$ cat src/logic/flash_host_pkg.sv
package flash_host_pkg;

  // apb register map of the controller
  localparam logic [7:0] ctrl_off       = 8'h00;
  localparam logic [7:0] addr_off       = 8'h04;
  localparam logic [7:0] wdata_off      = 8'h08;
  localparam logic [7:0] status_off     = 8'h0c;
  localparam logic [7:0] rdata_off      = 8'h10;
  localparam logic [7:0] timing_off     = 8'h14;

  // ctrl fields: go bit and command code
  localparam int         ctrl_go_bit    = 31;
  localparam int         ctrl_cmd_lsb   = 0;
  localparam int         ctrl_cmd_w     = 4;

  // status fields
  localparam int         st_busy_bit    = 0;
  localparam int         st_ready_bit   = 1;
  localparam int         st_done_bit    = 2;

  localparam logic [7:0] timing_rst     = 8'h04;

  // command codes written into ctrl
  typedef enum logic [3:0] {
    op_read         = 4'h0,
    op_reset        = 4'h1,
    op_id_read      = 4'h2,
    op_protect_vfy  = 4'h3,
    op_program      = 4'h4,
    op_chip_erase   = 4'h5,
    op_sector_erase = 4'h6,
    op_suspend      = 4'h7,
    op_resume       = 4'h8,
    op_sector_add   = 4'h9
  } op_t;

  // flash bus constants
  localparam int          addr_w        = 21;
  localparam logic [10:0] unlock_a1     = 11'h555;
  localparam logic [10:0] unlock_a2     = 11'h2aa;
  localparam logic [7:0]  unlock_d1     = 8'haa;
  localparam logic [7:0]  unlock_d2     = 8'h55;
  localparam logic [7:0]  cmd_reset     = 8'hf0;
  localparam logic [7:0]  cmd_id        = 8'h90;
  localparam logic [7:0]  cmd_program   = 8'ha0;
  localparam logic [7:0]  cmd_erase_set = 8'h80;
  localparam logic [7:0]  cmd_chip      = 8'h10;
  localparam logic [7:0]  cmd_sector    = 8'h30;
  localparam logic [7:0]  cmd_suspend   = 8'hb0;
  localparam logic [7:0]  cmd_resume    = 8'h30;
  localparam logic [7:0]  protect_low   = 8'h02;
  localparam int          group_lsb     = 18;
  localparam int          sector_lsb    = 16;

  // flash pin group driven by the controller
  typedef struct packed {
    logic              ce_n;
    logic              oe_n;
    logic              we_n;
    logic              reset_n;
    logic [addr_w-1:0] address_lines;
    logic [7:0]        data_out;
    logic              data_oe;
  } flash_pins_t;

endpackage

$ cat src/logic/flash_host.sv
// Register access over APB and the register addresses were chosen for this implementation.
`timescale 1ns/1ps
module flash_host #(
  parameter int setup_cycles = 4
) (
  // apb slave
  input  wire logic        pclk,
  input  wire logic        presetn,
  input  wire logic        psel,
  input  wire logic        penable,
  input  wire logic        pwrite,
  input  wire logic [7:0]  paddr,
  input  wire logic [31:0] pwdata,
  output logic      [31:0] prdata,
  output logic             pready,
  output logic             pslverr,
  // flash pins
  output flash_host_pkg::flash_pins_t flash_out,
  input  wire logic [7:0]  data_lines_in,
  input  wire logic        ready_busy_out
);

  typedef enum {st_idle, st_setup, st_low, st_high, st_rd_low, st_rd_wait, st_gap} state_t;

  state_t                  state_q, state_d;
  logic [3:0]              cmd_q;
  logic [flash_host_pkg::addr_w-1:0] addr_q;
  logic [7:0]              wdata_q;
  logic [7:0]              rdata_q;
  logic [7:0]              timing_q;
  logic [7:0]              cnt_q;
  logic [2:0]              idx_q;
  logic [2:0]              nwr;
  logic                    is_read;
  logic                    done_q;
  logic [2:0]              rb_sync_q;
  logic                    rb_q;
  logic [10:0]             seq_a;
  logic [7:0]              seq_d;
  logic [flash_host_pkg::addr_w-1:0] cyc_addr;
  flash_host_pkg::flash_pins_t pins_q;

  wire wr_en    = psel && penable && pwrite;
  wire busy     = (state_q != st_idle);
  wire ctrl_hit = wr_en && (paddr == flash_host_pkg::ctrl_off);
  wire go       = ctrl_hit && pwdata[flash_host_pkg::ctrl_go_bit] && !busy;
  wire cnt_end  = (cnt_q == 8'h00);
  wire last_cyc = (idx_q == nwr - 3'd1);

  assign pready  = 1'b1;
  assign pslverr = 1'b0;

  // number of bus cycles per command
  always_comb begin
    nwr     = 3'd1;
    is_read = 1'b0;
    unique case (flash_host_pkg::op_t'(cmd_q))
      flash_host_pkg::op_read:         is_read = 1'b1;
      flash_host_pkg::op_id_read:      nwr = 3'd4;
      flash_host_pkg::op_protect_vfy:  nwr = 3'd4;
      flash_host_pkg::op_program:      nwr = 3'd4;
      flash_host_pkg::op_chip_erase:   nwr = 3'd6;
      flash_host_pkg::op_sector_erase: nwr = 3'd6;
      default:                         nwr = 3'd1;
    endcase
  end

  // cycle table; id and protect add a read after three writes
  always_comb begin
    seq_a = flash_host_pkg::unlock_a1;
    seq_d = flash_host_pkg::unlock_d1;
    unique case (idx_q)
      3'd1, 3'd4: begin
        seq_a = flash_host_pkg::unlock_a2;
        seq_d = flash_host_pkg::unlock_d2;
      end
      3'd2: begin
        unique case (flash_host_pkg::op_t'(cmd_q))
          flash_host_pkg::op_program: seq_d = flash_host_pkg::cmd_program;
          flash_host_pkg::op_chip_erase,
          flash_host_pkg::op_sector_erase: seq_d = flash_host_pkg::cmd_erase_set;
          default: seq_d = flash_host_pkg::cmd_id;
        endcase
      end
      3'd5: seq_d = (cmd_q == flash_host_pkg::op_chip_erase) ?
                    flash_host_pkg::cmd_chip : flash_host_pkg::cmd_sector;
      default: seq_d = flash_host_pkg::unlock_d1;
    endcase
  end

  // actual address and data per cycle
  always_comb begin
    cyc_addr = {{(flash_host_pkg::addr_w-11){1'b0}}, seq_a};
    unique case (flash_host_pkg::op_t'(cmd_q))
      flash_host_pkg::op_read: cyc_addr = addr_q;
      flash_host_pkg::op_reset, flash_host_pkg::op_suspend,
      flash_host_pkg::op_resume: cyc_addr = addr_q;
      flash_host_pkg::op_sector_add: cyc_addr = addr_q;
      flash_host_pkg::op_program:
        if (idx_q == 3'd3) cyc_addr = addr_q;
      flash_host_pkg::op_sector_erase:
        if (idx_q == 3'd5) cyc_addr = {addr_q[flash_host_pkg::addr_w-1:flash_host_pkg::sector_lsb],
                                       {flash_host_pkg::sector_lsb{1'b0}}};
      flash_host_pkg::op_id_read:
        if (idx_q == 3'd3) cyc_addr = {{(flash_host_pkg::addr_w-2){1'b0}}, addr_q[1:0]};
      flash_host_pkg::op_protect_vfy:
        if (idx_q == 3'd3) cyc_addr = {addr_q[flash_host_pkg::addr_w-1:flash_host_pkg::group_lsb],
          {(flash_host_pkg::group_lsb-8){1'b0}}, flash_host_pkg::protect_low};
      default: cyc_addr = {{(flash_host_pkg::addr_w-11){1'b0}}, seq_a};
    endcase
  end

  wire [7:0] cyc_data =
    (cmd_q == flash_host_pkg::op_reset)      ? flash_host_pkg::cmd_reset :
    (cmd_q == flash_host_pkg::op_suspend)    ? flash_host_pkg::cmd_suspend :
    (cmd_q == flash_host_pkg::op_resume)     ? flash_host_pkg::cmd_resume :
    (cmd_q == flash_host_pkg::op_sector_add) ? flash_host_pkg::cmd_sector :
    (cmd_q == flash_host_pkg::op_program && idx_q == 3'd3) ? wdata_q : seq_d;
  wire cyc_is_read = is_read || (idx_q == 3'd3 &&
    (cmd_q == flash_host_pkg::op_id_read || cmd_q == flash_host_pkg::op_protect_vfy));

  always_comb begin
    state_d = state_q;
    unique case (state_q)
      // start through one gap cycle so command and index are settled at setup
      st_idle:    if (go) state_d = st_gap;
      st_setup:   if (cnt_end) state_d = cyc_is_read ? st_rd_low : st_low;
      st_low:     if (cnt_end) state_d = st_high;
      st_high:    if (cnt_end) state_d = last_cyc ? st_idle : st_gap;
      st_rd_low:  if (cnt_end) state_d = st_rd_wait;
      st_rd_wait: state_d = st_idle;
      st_gap:     state_d = st_setup;
    endcase
  end

  wire [7:0] cnt_load = (state_d != state_q) ? timing_q : cnt_q - 8'd1;

  always_ff @(posedge pclk or negedge presetn) begin
    if (!presetn) begin
      state_q <= st_idle;
      cnt_q   <= 8'h00;
      idx_q   <= 3'd0;
    end else begin
      state_q <= state_d;
      cnt_q   <= cnt_end && state_d == state_q ? 8'h00 : cnt_load;
      idx_q   <= go ? 3'd0 : (state_q == st_high && state_d == st_gap) ? idx_q + 3'd1 : idx_q;
    end
  end

  // software registers
  always_ff @(posedge pclk or negedge presetn) begin
    if (!presetn) begin
      cmd_q    <= 4'h0;
      addr_q   <= '0;
      wdata_q  <= 8'h00;
      timing_q <= flash_host_pkg::timing_rst;
      done_q   <= 1'b0;
    end else begin
      if (go) cmd_q <= pwdata[flash_host_pkg::ctrl_cmd_lsb +: flash_host_pkg::ctrl_cmd_w];
      if (wr_en && paddr == flash_host_pkg::addr_off && !busy)
        addr_q <= pwdata[flash_host_pkg::addr_w-1:0];
      if (wr_en && paddr == flash_host_pkg::wdata_off && !busy) wdata_q <= pwdata[7:0];
      if (wr_en && paddr == flash_host_pkg::timing_off && pwdata[7:0] != 8'h00)
        timing_q <= pwdata[7:0];
      done_q   <= (busy && state_d == st_idle) ? 1'b1 : (go ? 1'b0 : done_q);
    end
  end

  // read data capture and pin register; data held past we rising
  always_ff @(posedge pclk or negedge presetn) begin
    if (!presetn) begin
      rdata_q <= 8'h00;
      pins_q  <= '{ce_n: 1'b1, oe_n: 1'b1, we_n: 1'b1, reset_n: 1'b1,
                   address_lines: '0, data_out: 8'h00, data_oe: 1'b0};
    end else begin
      if (state_q == st_rd_wait) rdata_q <= data_lines_in;
      pins_q.reset_n <= 1'b1;
      pins_q.ce_n    <= !(state_d inside {st_setup, st_low, st_high, st_rd_low, st_rd_wait});
      pins_q.we_n    <= !(state_d == st_low);
      pins_q.oe_n    <= !(state_d inside {st_rd_low, st_rd_wait});
      pins_q.data_oe <= (state_d inside {st_setup, st_low, st_high}) && !cyc_is_read;
      if (state_d == st_setup) begin
        pins_q.address_lines <= cyc_addr;
        pins_q.data_out      <= cyc_data;
      end
    end
  end

  assign flash_out = pins_q;

  // ready/busy pin synchroniser
  always_ff @(posedge pclk or negedge presetn) begin
    if (!presetn) begin
      rb_sync_q <= 3'b111;
      rb_q      <= 1'b1;
    end else begin
      rb_sync_q <= {rb_sync_q[1:0], ready_busy_out};
      if (rb_sync_q[2] == rb_sync_q[1]) rb_q <= rb_sync_q[2];
    end
  end

  wire [31:0] status_w = {29'h0, done_q, rb_q, busy};

  always_comb begin
    prdata = 32'h0000_0000;
    unique case (paddr)
      flash_host_pkg::ctrl_off:   prdata = {28'h0, cmd_q};
      flash_host_pkg::addr_off:   prdata = {11'h0, addr_q};
      flash_host_pkg::wdata_off:  prdata = {24'h0, wdata_q};
      flash_host_pkg::status_off: prdata = status_w;
      flash_host_pkg::rdata_off:  prdata = {24'h0, rdata_q};
      flash_host_pkg::timing_off: prdata = {24'h0, timing_q};
      default:                    prdata = 32'h0000_0000;
    endcase
  end

endmodule

$ cat config.mk
export PLATFORM = sky130hd
export DESIGN_NAME = flash_host
export DESIGN_NICKNAME = d
export VERILOG_FILES = /design/src/logic/flash_host_pkg.sv /design/src/logic/flash_host.sv
export SDC_FILE = /design/constraint.sdc
export NUM_CORES = 1
export LEC_CHECK = 0
export BUFFER_PORTS_ARGS = -buffer_cell sky130_fd_sc_hd__buf_2
export CORE_MARGIN = 4
export CORE_UTILIZATION = 30
export DETAILED_ROUTE_END_ITERATION = 16
export PLACE_DENSITY = 0.48
export REMOVE_ABC_BUFFERS = 1
export SLEW_MARGIN = 20
export SYNTH_ARGS = -nofsm -noshare
export SYNTH_HDL_FRONTEND = slang
export SYNTH_SLANG_ARGS = --single-unit
$ cat constraint.sdc
create_clock -name pclk -period 3.42 [get_ports pclk]
set_clock_uncertainty 0.1 [all_clocks]
set_input_delay 0.342 -clock pclk [delete_from_list [all_inputs] [get_ports pclk]]
set_output_delay 0.342 -clock pclk [all_outputs]
set_load 0.1 [all_outputs]
==> Word-level counts from Yosys, hierarchy flattened <==
Index checks and enable logic that the tools add are counted.
{ "totals": {"regBits": 130, "latch_bits": 0, "output_inout_bits": 68, "romBits": 0, "n_memories": 0, "ram_bits": 0, "in_bits": 54, "word_cells": 130} }
{ "classes": {"reduce_logical": 40, "magnitude_cmp": 0, "shifts": 0, "add_sub_neg": 3, "n_mux": 31, "div_mod_pow": 0, "bitwise_logic": 0, "n_mul": 0, "eq_ne": 39} }
{ "ops": {"columns": ["op", "n"], "rows": [
  ["32-bit by 3-bit == test with 1-bit output, second input constant", 7],
  ["32-bit case mux with 7 select lines", 1],
  ["32-bit by 2-bit == test with 1-bit output, second input constant", 5],
  ["32-bit 2-to-1 mux", 5],
  ["21-bit case mux with 6 select lines", 1],
  ["21-bit case mux with 5 select lines", 1],
  ["32-bit by 1-bit == test with 1-bit output, second input constant", 2],
  ["32-bit by 4-bit == test with 1-bit output, second input constant", 2],
  ["32-bit logical NOT", 2],
  ["21-bit 2-to-1 mux", 3],
  ["8-bit 2-to-1 mux", 7],
  ["32-bit == test", 1],
  ["32-bit != test", 1],
  ["32-bit nonzero test", 1],
  ["8-bit case mux with 3 select lines", 1],
  ["11-bit 2-to-1 mux", 2],
  ["1-bit logical AND", 17],
  ["4-bit by 3-bit == test with 1-bit output, second input constant", 4],
  ["8-bit by 4-bit == test with 1-bit output, second input constant", 2],
  ["8-bit by 5-bit == test with 1-bit output, second input constant", 2],
  ["8-bit logical NOT", 2],
  ["3-bit 2-to-1 mux", 4],
  ["6-bit case mux with 2 select lines", 1],
  ["4-bit by 2-bit == test with 1-bit output, second input constant", 2],
  ["24 further kinds", 37]
]} }

==> Logic depth before layout (Yosys ltp) <==
{ "depth": {"word_depth": 12, "depth_mapped": 12, "ltp_nobuf": 10} }

==> Worst setup path before layout <==
No wires, ideal clock.
{ "synth_timing": {"path_type": "input-to-output", "from": "input port paddr[4]", "to": "output port prdata[3]", "setup_slack_ns": -0.363, "path_stages": 5, "arrival_time_ns": 3.341, "path_buffers": 1, "required_time_ns": 2.978, "path_cell_list": "nor4_1 > and3_1 > clkbuf_1 > a22oi_1 > o21ai_0"} }
{ "synth_via": {"elab_chain_cells": 2, "word_cells_on_any_way": 7, "classes_between": "eq/ne (5); mux (1); reduce/logical (1)"} }
{ "synth_rtl": {"columns": ["item", "line", "text"], "rows": [
  ["start: declaration", "flash_host.sv:12", "input wire logic [7:0] paddr,"],
  ["8-bit by 5-bit == test with 1-bit output, or another cell as far along", "flash_host.sv:206", "unique case (paddr)"],
  ["21-bit case mux with 6 select lines (*)", "flash_host.sv:206", null],
  ["end: declaration", "flash_host.sv:14", "output logic [31:0] prdata,"]
]} }
Mark *: on every way between the ends. The rest lies on a longest branch, timed or not.

==> Final worst setup path <==
{ "layout_timing": {"from": "register state_q[20]", "to": "output port prdata[0]"} }
{ "layout_via": {"elab_chain_cells": 2} }
{ "layout_rtl": {"columns": ["item", "line", "text"], "rows": [
  ["start: declaration", "flash_host.sv:25", "state_t state_q, state_d;"],
  ["start signal: assignment", "flash_host.sv:140", "state_q <= st_idle;"],
  ["start signal: assignment", "flash_host.sv:144", "state_q <= state_d;"],
  ["32-bit nonzero test", "flash_host.sv:44", "wire busy = (state_q != st_idle);"],
  ["21-bit case mux with 6 select lines", "flash_host.sv:206", null]
]} }
Every way passes these cells.

==> results.cfg <==
[pwr]
p_per_area_mw_per_mm2 = 840
pwr-share-comb_pct = 41.9
p_leak_uw = 0.00396
clkPwrFrac_pct = 28.4
p_int_uw = 3770
ir_worst_vdd_v = 0.000305
power_switching_uw = 2970
swShare_pct = 44.1
power.share.sequential_pct = 29.7

[critical_path]
rr_worst_depth = 10
cp_cell_sequence = or4_1, or3_1, nor3_1, nand3_1, o211ai_1, nand2_1, buf_2
critPathLaunchType = flip-flop
critPathCaptureType = output pin
crit_type = flip-flop to output pin
ff2ff_setup_slack_ns = 0.34
slowest_delay_ns = 0.55
worst-path-max-fanout = 7
arrival_ns = 2.79
critPathSlowestCell = or4_1
worstPathRequired_ns = 2.98

[floorplanning]
die_h_um = 154
initial_core_util_pct = 30.4
coreArea_mm2 = 0.0210
fp.dieW_um = 154
rows = 53
dieArea_mm2 = 0.0236
io_pins = 122

[timing]
tightest_slew_ns = 0.746
setup_viol = 0
finalHoldViolations = 0
final_max_slew_viol_count = 0
rsz0062_at_grt = false
period_needed_ns = 3.24
fmax_mhz = 309
fin_crit_sh_pct = 94.6
slew_headroom_pct = 49.9
setup_tns_ns = 0
hold_ws_ns = 0.0464

[layout]
fin_area_mm2 = 0.00802
drive_gt1_share_pct = 31.3
most-common-layout-cells = 122 x dfrtp_1, 79 x buf_2, 49 x mux2_2
final_nets = 751
fillCellCount = 2094
antenna_cells = 0
area_delta_synth_final_pct = 26.0
final_common_cell = dfrtp_1

[global_route]
grt_max_degree = 53
grt_usage_pct = 14.2
grt_pass1_wl_um = 26600
grt_pass1_vias = 4888
antenna_found_initial = 0
overflow = 0

[place]
placed_cell_area_mm2 = 0.00736
io_buffers = 97
gp_congestion = 0.817
dp_hpwl_um = 12300

[run]
cap_violations = 0

[worst_hold_path]
hold_class = input port to flip-flop
min_path_cells = 2

[logic_synthesis]
ys_types = 63
syn_avg_cell_area_um2 = 10.5
synthCells = 608
synth_seq_cells = 130
async_flop_share_pct = 100
ys_seq_area_share_pct = 51.3
ys.flop_type = dfrtp_1
synth_edf_count = 0
netlist_area_mm2 = 0.00636
yosysWarnings = 0

[cts]
path_clk_slew_ns = 0.06
tritoncts = done
clk_latency_ns = 0.43
cts_buffers = 17
cts-root-buf = clkbuf_16
clock_sinks = 130
cts_buffer_depth = 2
cts_max_level = 4

[route]
vias = 4735
drt-wirelength-per-cell_um = 16.8
ant_nets = 0
wl_um = 16400
drc = 0
via_per_inst = 4.84
firstDrtPassIters = 5
drt_iter0_markers = 337

[status]
status = complete, no violations
## power groups by stage
| stage | Sequential, µW | Clock [µW] | Combinational [µW] |
|---|---|---|---|
| global route | 2040 | 2040 | 3020 |
| CTS | 2000 | 1970 | 2830 |
| global placement | 2020 | 0 | 2790 |
| detailed placement | 2030 | 0 | 2820 |
| floorplan | 3060 | 0 | 1110 |
| finish | 2000 | 1920 | 2820 |
## layout make-up
class / count / area [µm²] / share of cell area [%]
flip-flops and latches: 130 / 3260 / 40.7
multi-input cells: 382 / 2680 / 33.4
repair buffers: 122 / 961 / 12.0
clock buffers: 19 / 453 / 5.65
well taps: 275 / 344 / 4.29
clock inverters: 13 / 173 / 2.15
inverters: 38 / 143 / 1.78
## path summary, 6_finish.rpt
kind,startpoint,to
min in group asynchronous,presetn,state_q[31]$_DFF_PN0_
hold reg to reg,rb_sync_q[0]$_DFF_PN1_,rb_sync_q[1]$_DFF_PN1_
hold / removal,data_lines_in[4],rdata_q[4]$_DFFE_PN0P_
setup / recovery,state_q[20]$_DFF_PN0_,prdata[0]
max in group asynchronous,presetn,rb_sync_q[0]$_DFF_PN1_
setup reg to reg,cnt_q[0]$_DFF_PN0_,flash_out[21]$_DFFE_PN0N_
## registers in the layout (all words and copies together) (netlist names)
signal / flops
rb_sync_q: 3
wdata_q: 8
rb_q: 1
addr_q: 21
timing_q: 8
cnt_q: 8
idx_q: 3
state_q: 32
cmd_q: 4
rdata_q: 8
flash_out: 33
done_q: 1
## metrics by stage
| stage | cells | worst slack, ns | total power [µW] | utilization, % |
|---|---|---|---|---|
| 3_5_place_dp | 945 | 0.123 | 4850 | 35.1 |
| 5_1_grt | 979 | 0.00395 | 7100 | 38.3 |
| 2_1_floorplan | 550 | -0.275 | 4170 | - |
| 3_3_place_gp | 945 | 0.170 | 4810 | 35.1 |
| 6_report | 979 | 0.184 | 6740 | 38.3 |
| 4_1_cts | 979 | 0.108 | 6810 | 38.2 |
## what timing repair did
item                                   CTS  global route
setup buffers                            0             0
hold buffers                             2             0
endpoints found under the hold margin   48             0
setup endpoints to repair                0            29
resized for setup                        0             2
## Yosys cell counts (2+ instances only)
master | instances | area (µm²)
conb_1 | 2 | 7.51
o211ai_1 | 2 | 15.0
o21a_1 | 5 | 37.5
dfrtp_1 | 122 | 3050
and3_1 | 5 | 31.3
and2_1 | 14 | 87.6
or3_1 | 3 | 18.8
nor2_1 | 28 | 105
mux2i_1 | 26 | 260
dfstp_2 | 8 | 210
a221oi_1 | 4 | 35.0
nor3_1 | 8 | 40.0
o22ai_1 | 3 | 18.8
a22oi_1 | 4 | 30.0
nor4_1 | 11 | 68.8
a222oi_1 | 7 | 70.1
o31ai_1 | 2 | 15.0
nand4_1 | 2 | 12.5
ha_1 | 6 | 75.1
mux2_1 | 8 | 90.1
buf_6 | 2 | 22.5
o21ai_0 | 26 | 130
o31a_1 | 3 | 26.3
xor2_1 | 3 | 26.3
a31oi_1 | 5 | 31.3
a221o_1 | 3 | 30.0
or4_1 | 5 | 37.5
buf_4 | 15 | 113
xnor2_1 | 2 | 17.5
clkbuf_1 | 52 | 195
nor3b_1 | 5 | 37.5
mux2_2 | 49 | 552
a21oi_1 | 31 | 155
inv_1 | 37 | 139
or2_2 | 2 | 12.5
nand2_1 | 41 | 154
nand3_1 | 10 | 50.1
o21ai_1 | 4 | 20.0
nand2b_1 | 12 | 75.1
nor2b_1 | 8 | 50.1
## layer usage
metal  routed length [µm]  vias up  track usage [%]
li1                     -     2252                -
met1                 7820     2300             19.9
met4                  353        0             5.68
met2                 7390      159             21.5
met3                  854       24             2.98
met5                    0        -                0
## worst max-delay path: cells and delay by family, from the launching register on
family | cells | cell delay, ns
flops | 1 | 0.37
simple gates | 5 | 1.60
buf+inv | 1 | 0.30
compound gates | 1 | 0.11
## cell families after synthesis
group | count (synthesis) | synth area share (%)
simple gates | 164 | 13.7
other cells | 2 | 0.118
mux | 83 | 14.2
compound gates | 109 | 11.2
buf+inv | 108 | 7.51
fa+ha+maj | 7 | 1.34
xor+xnor | 5 | 0.688
flops | 130 | 51.3
(Power assumes the default switching activity.)
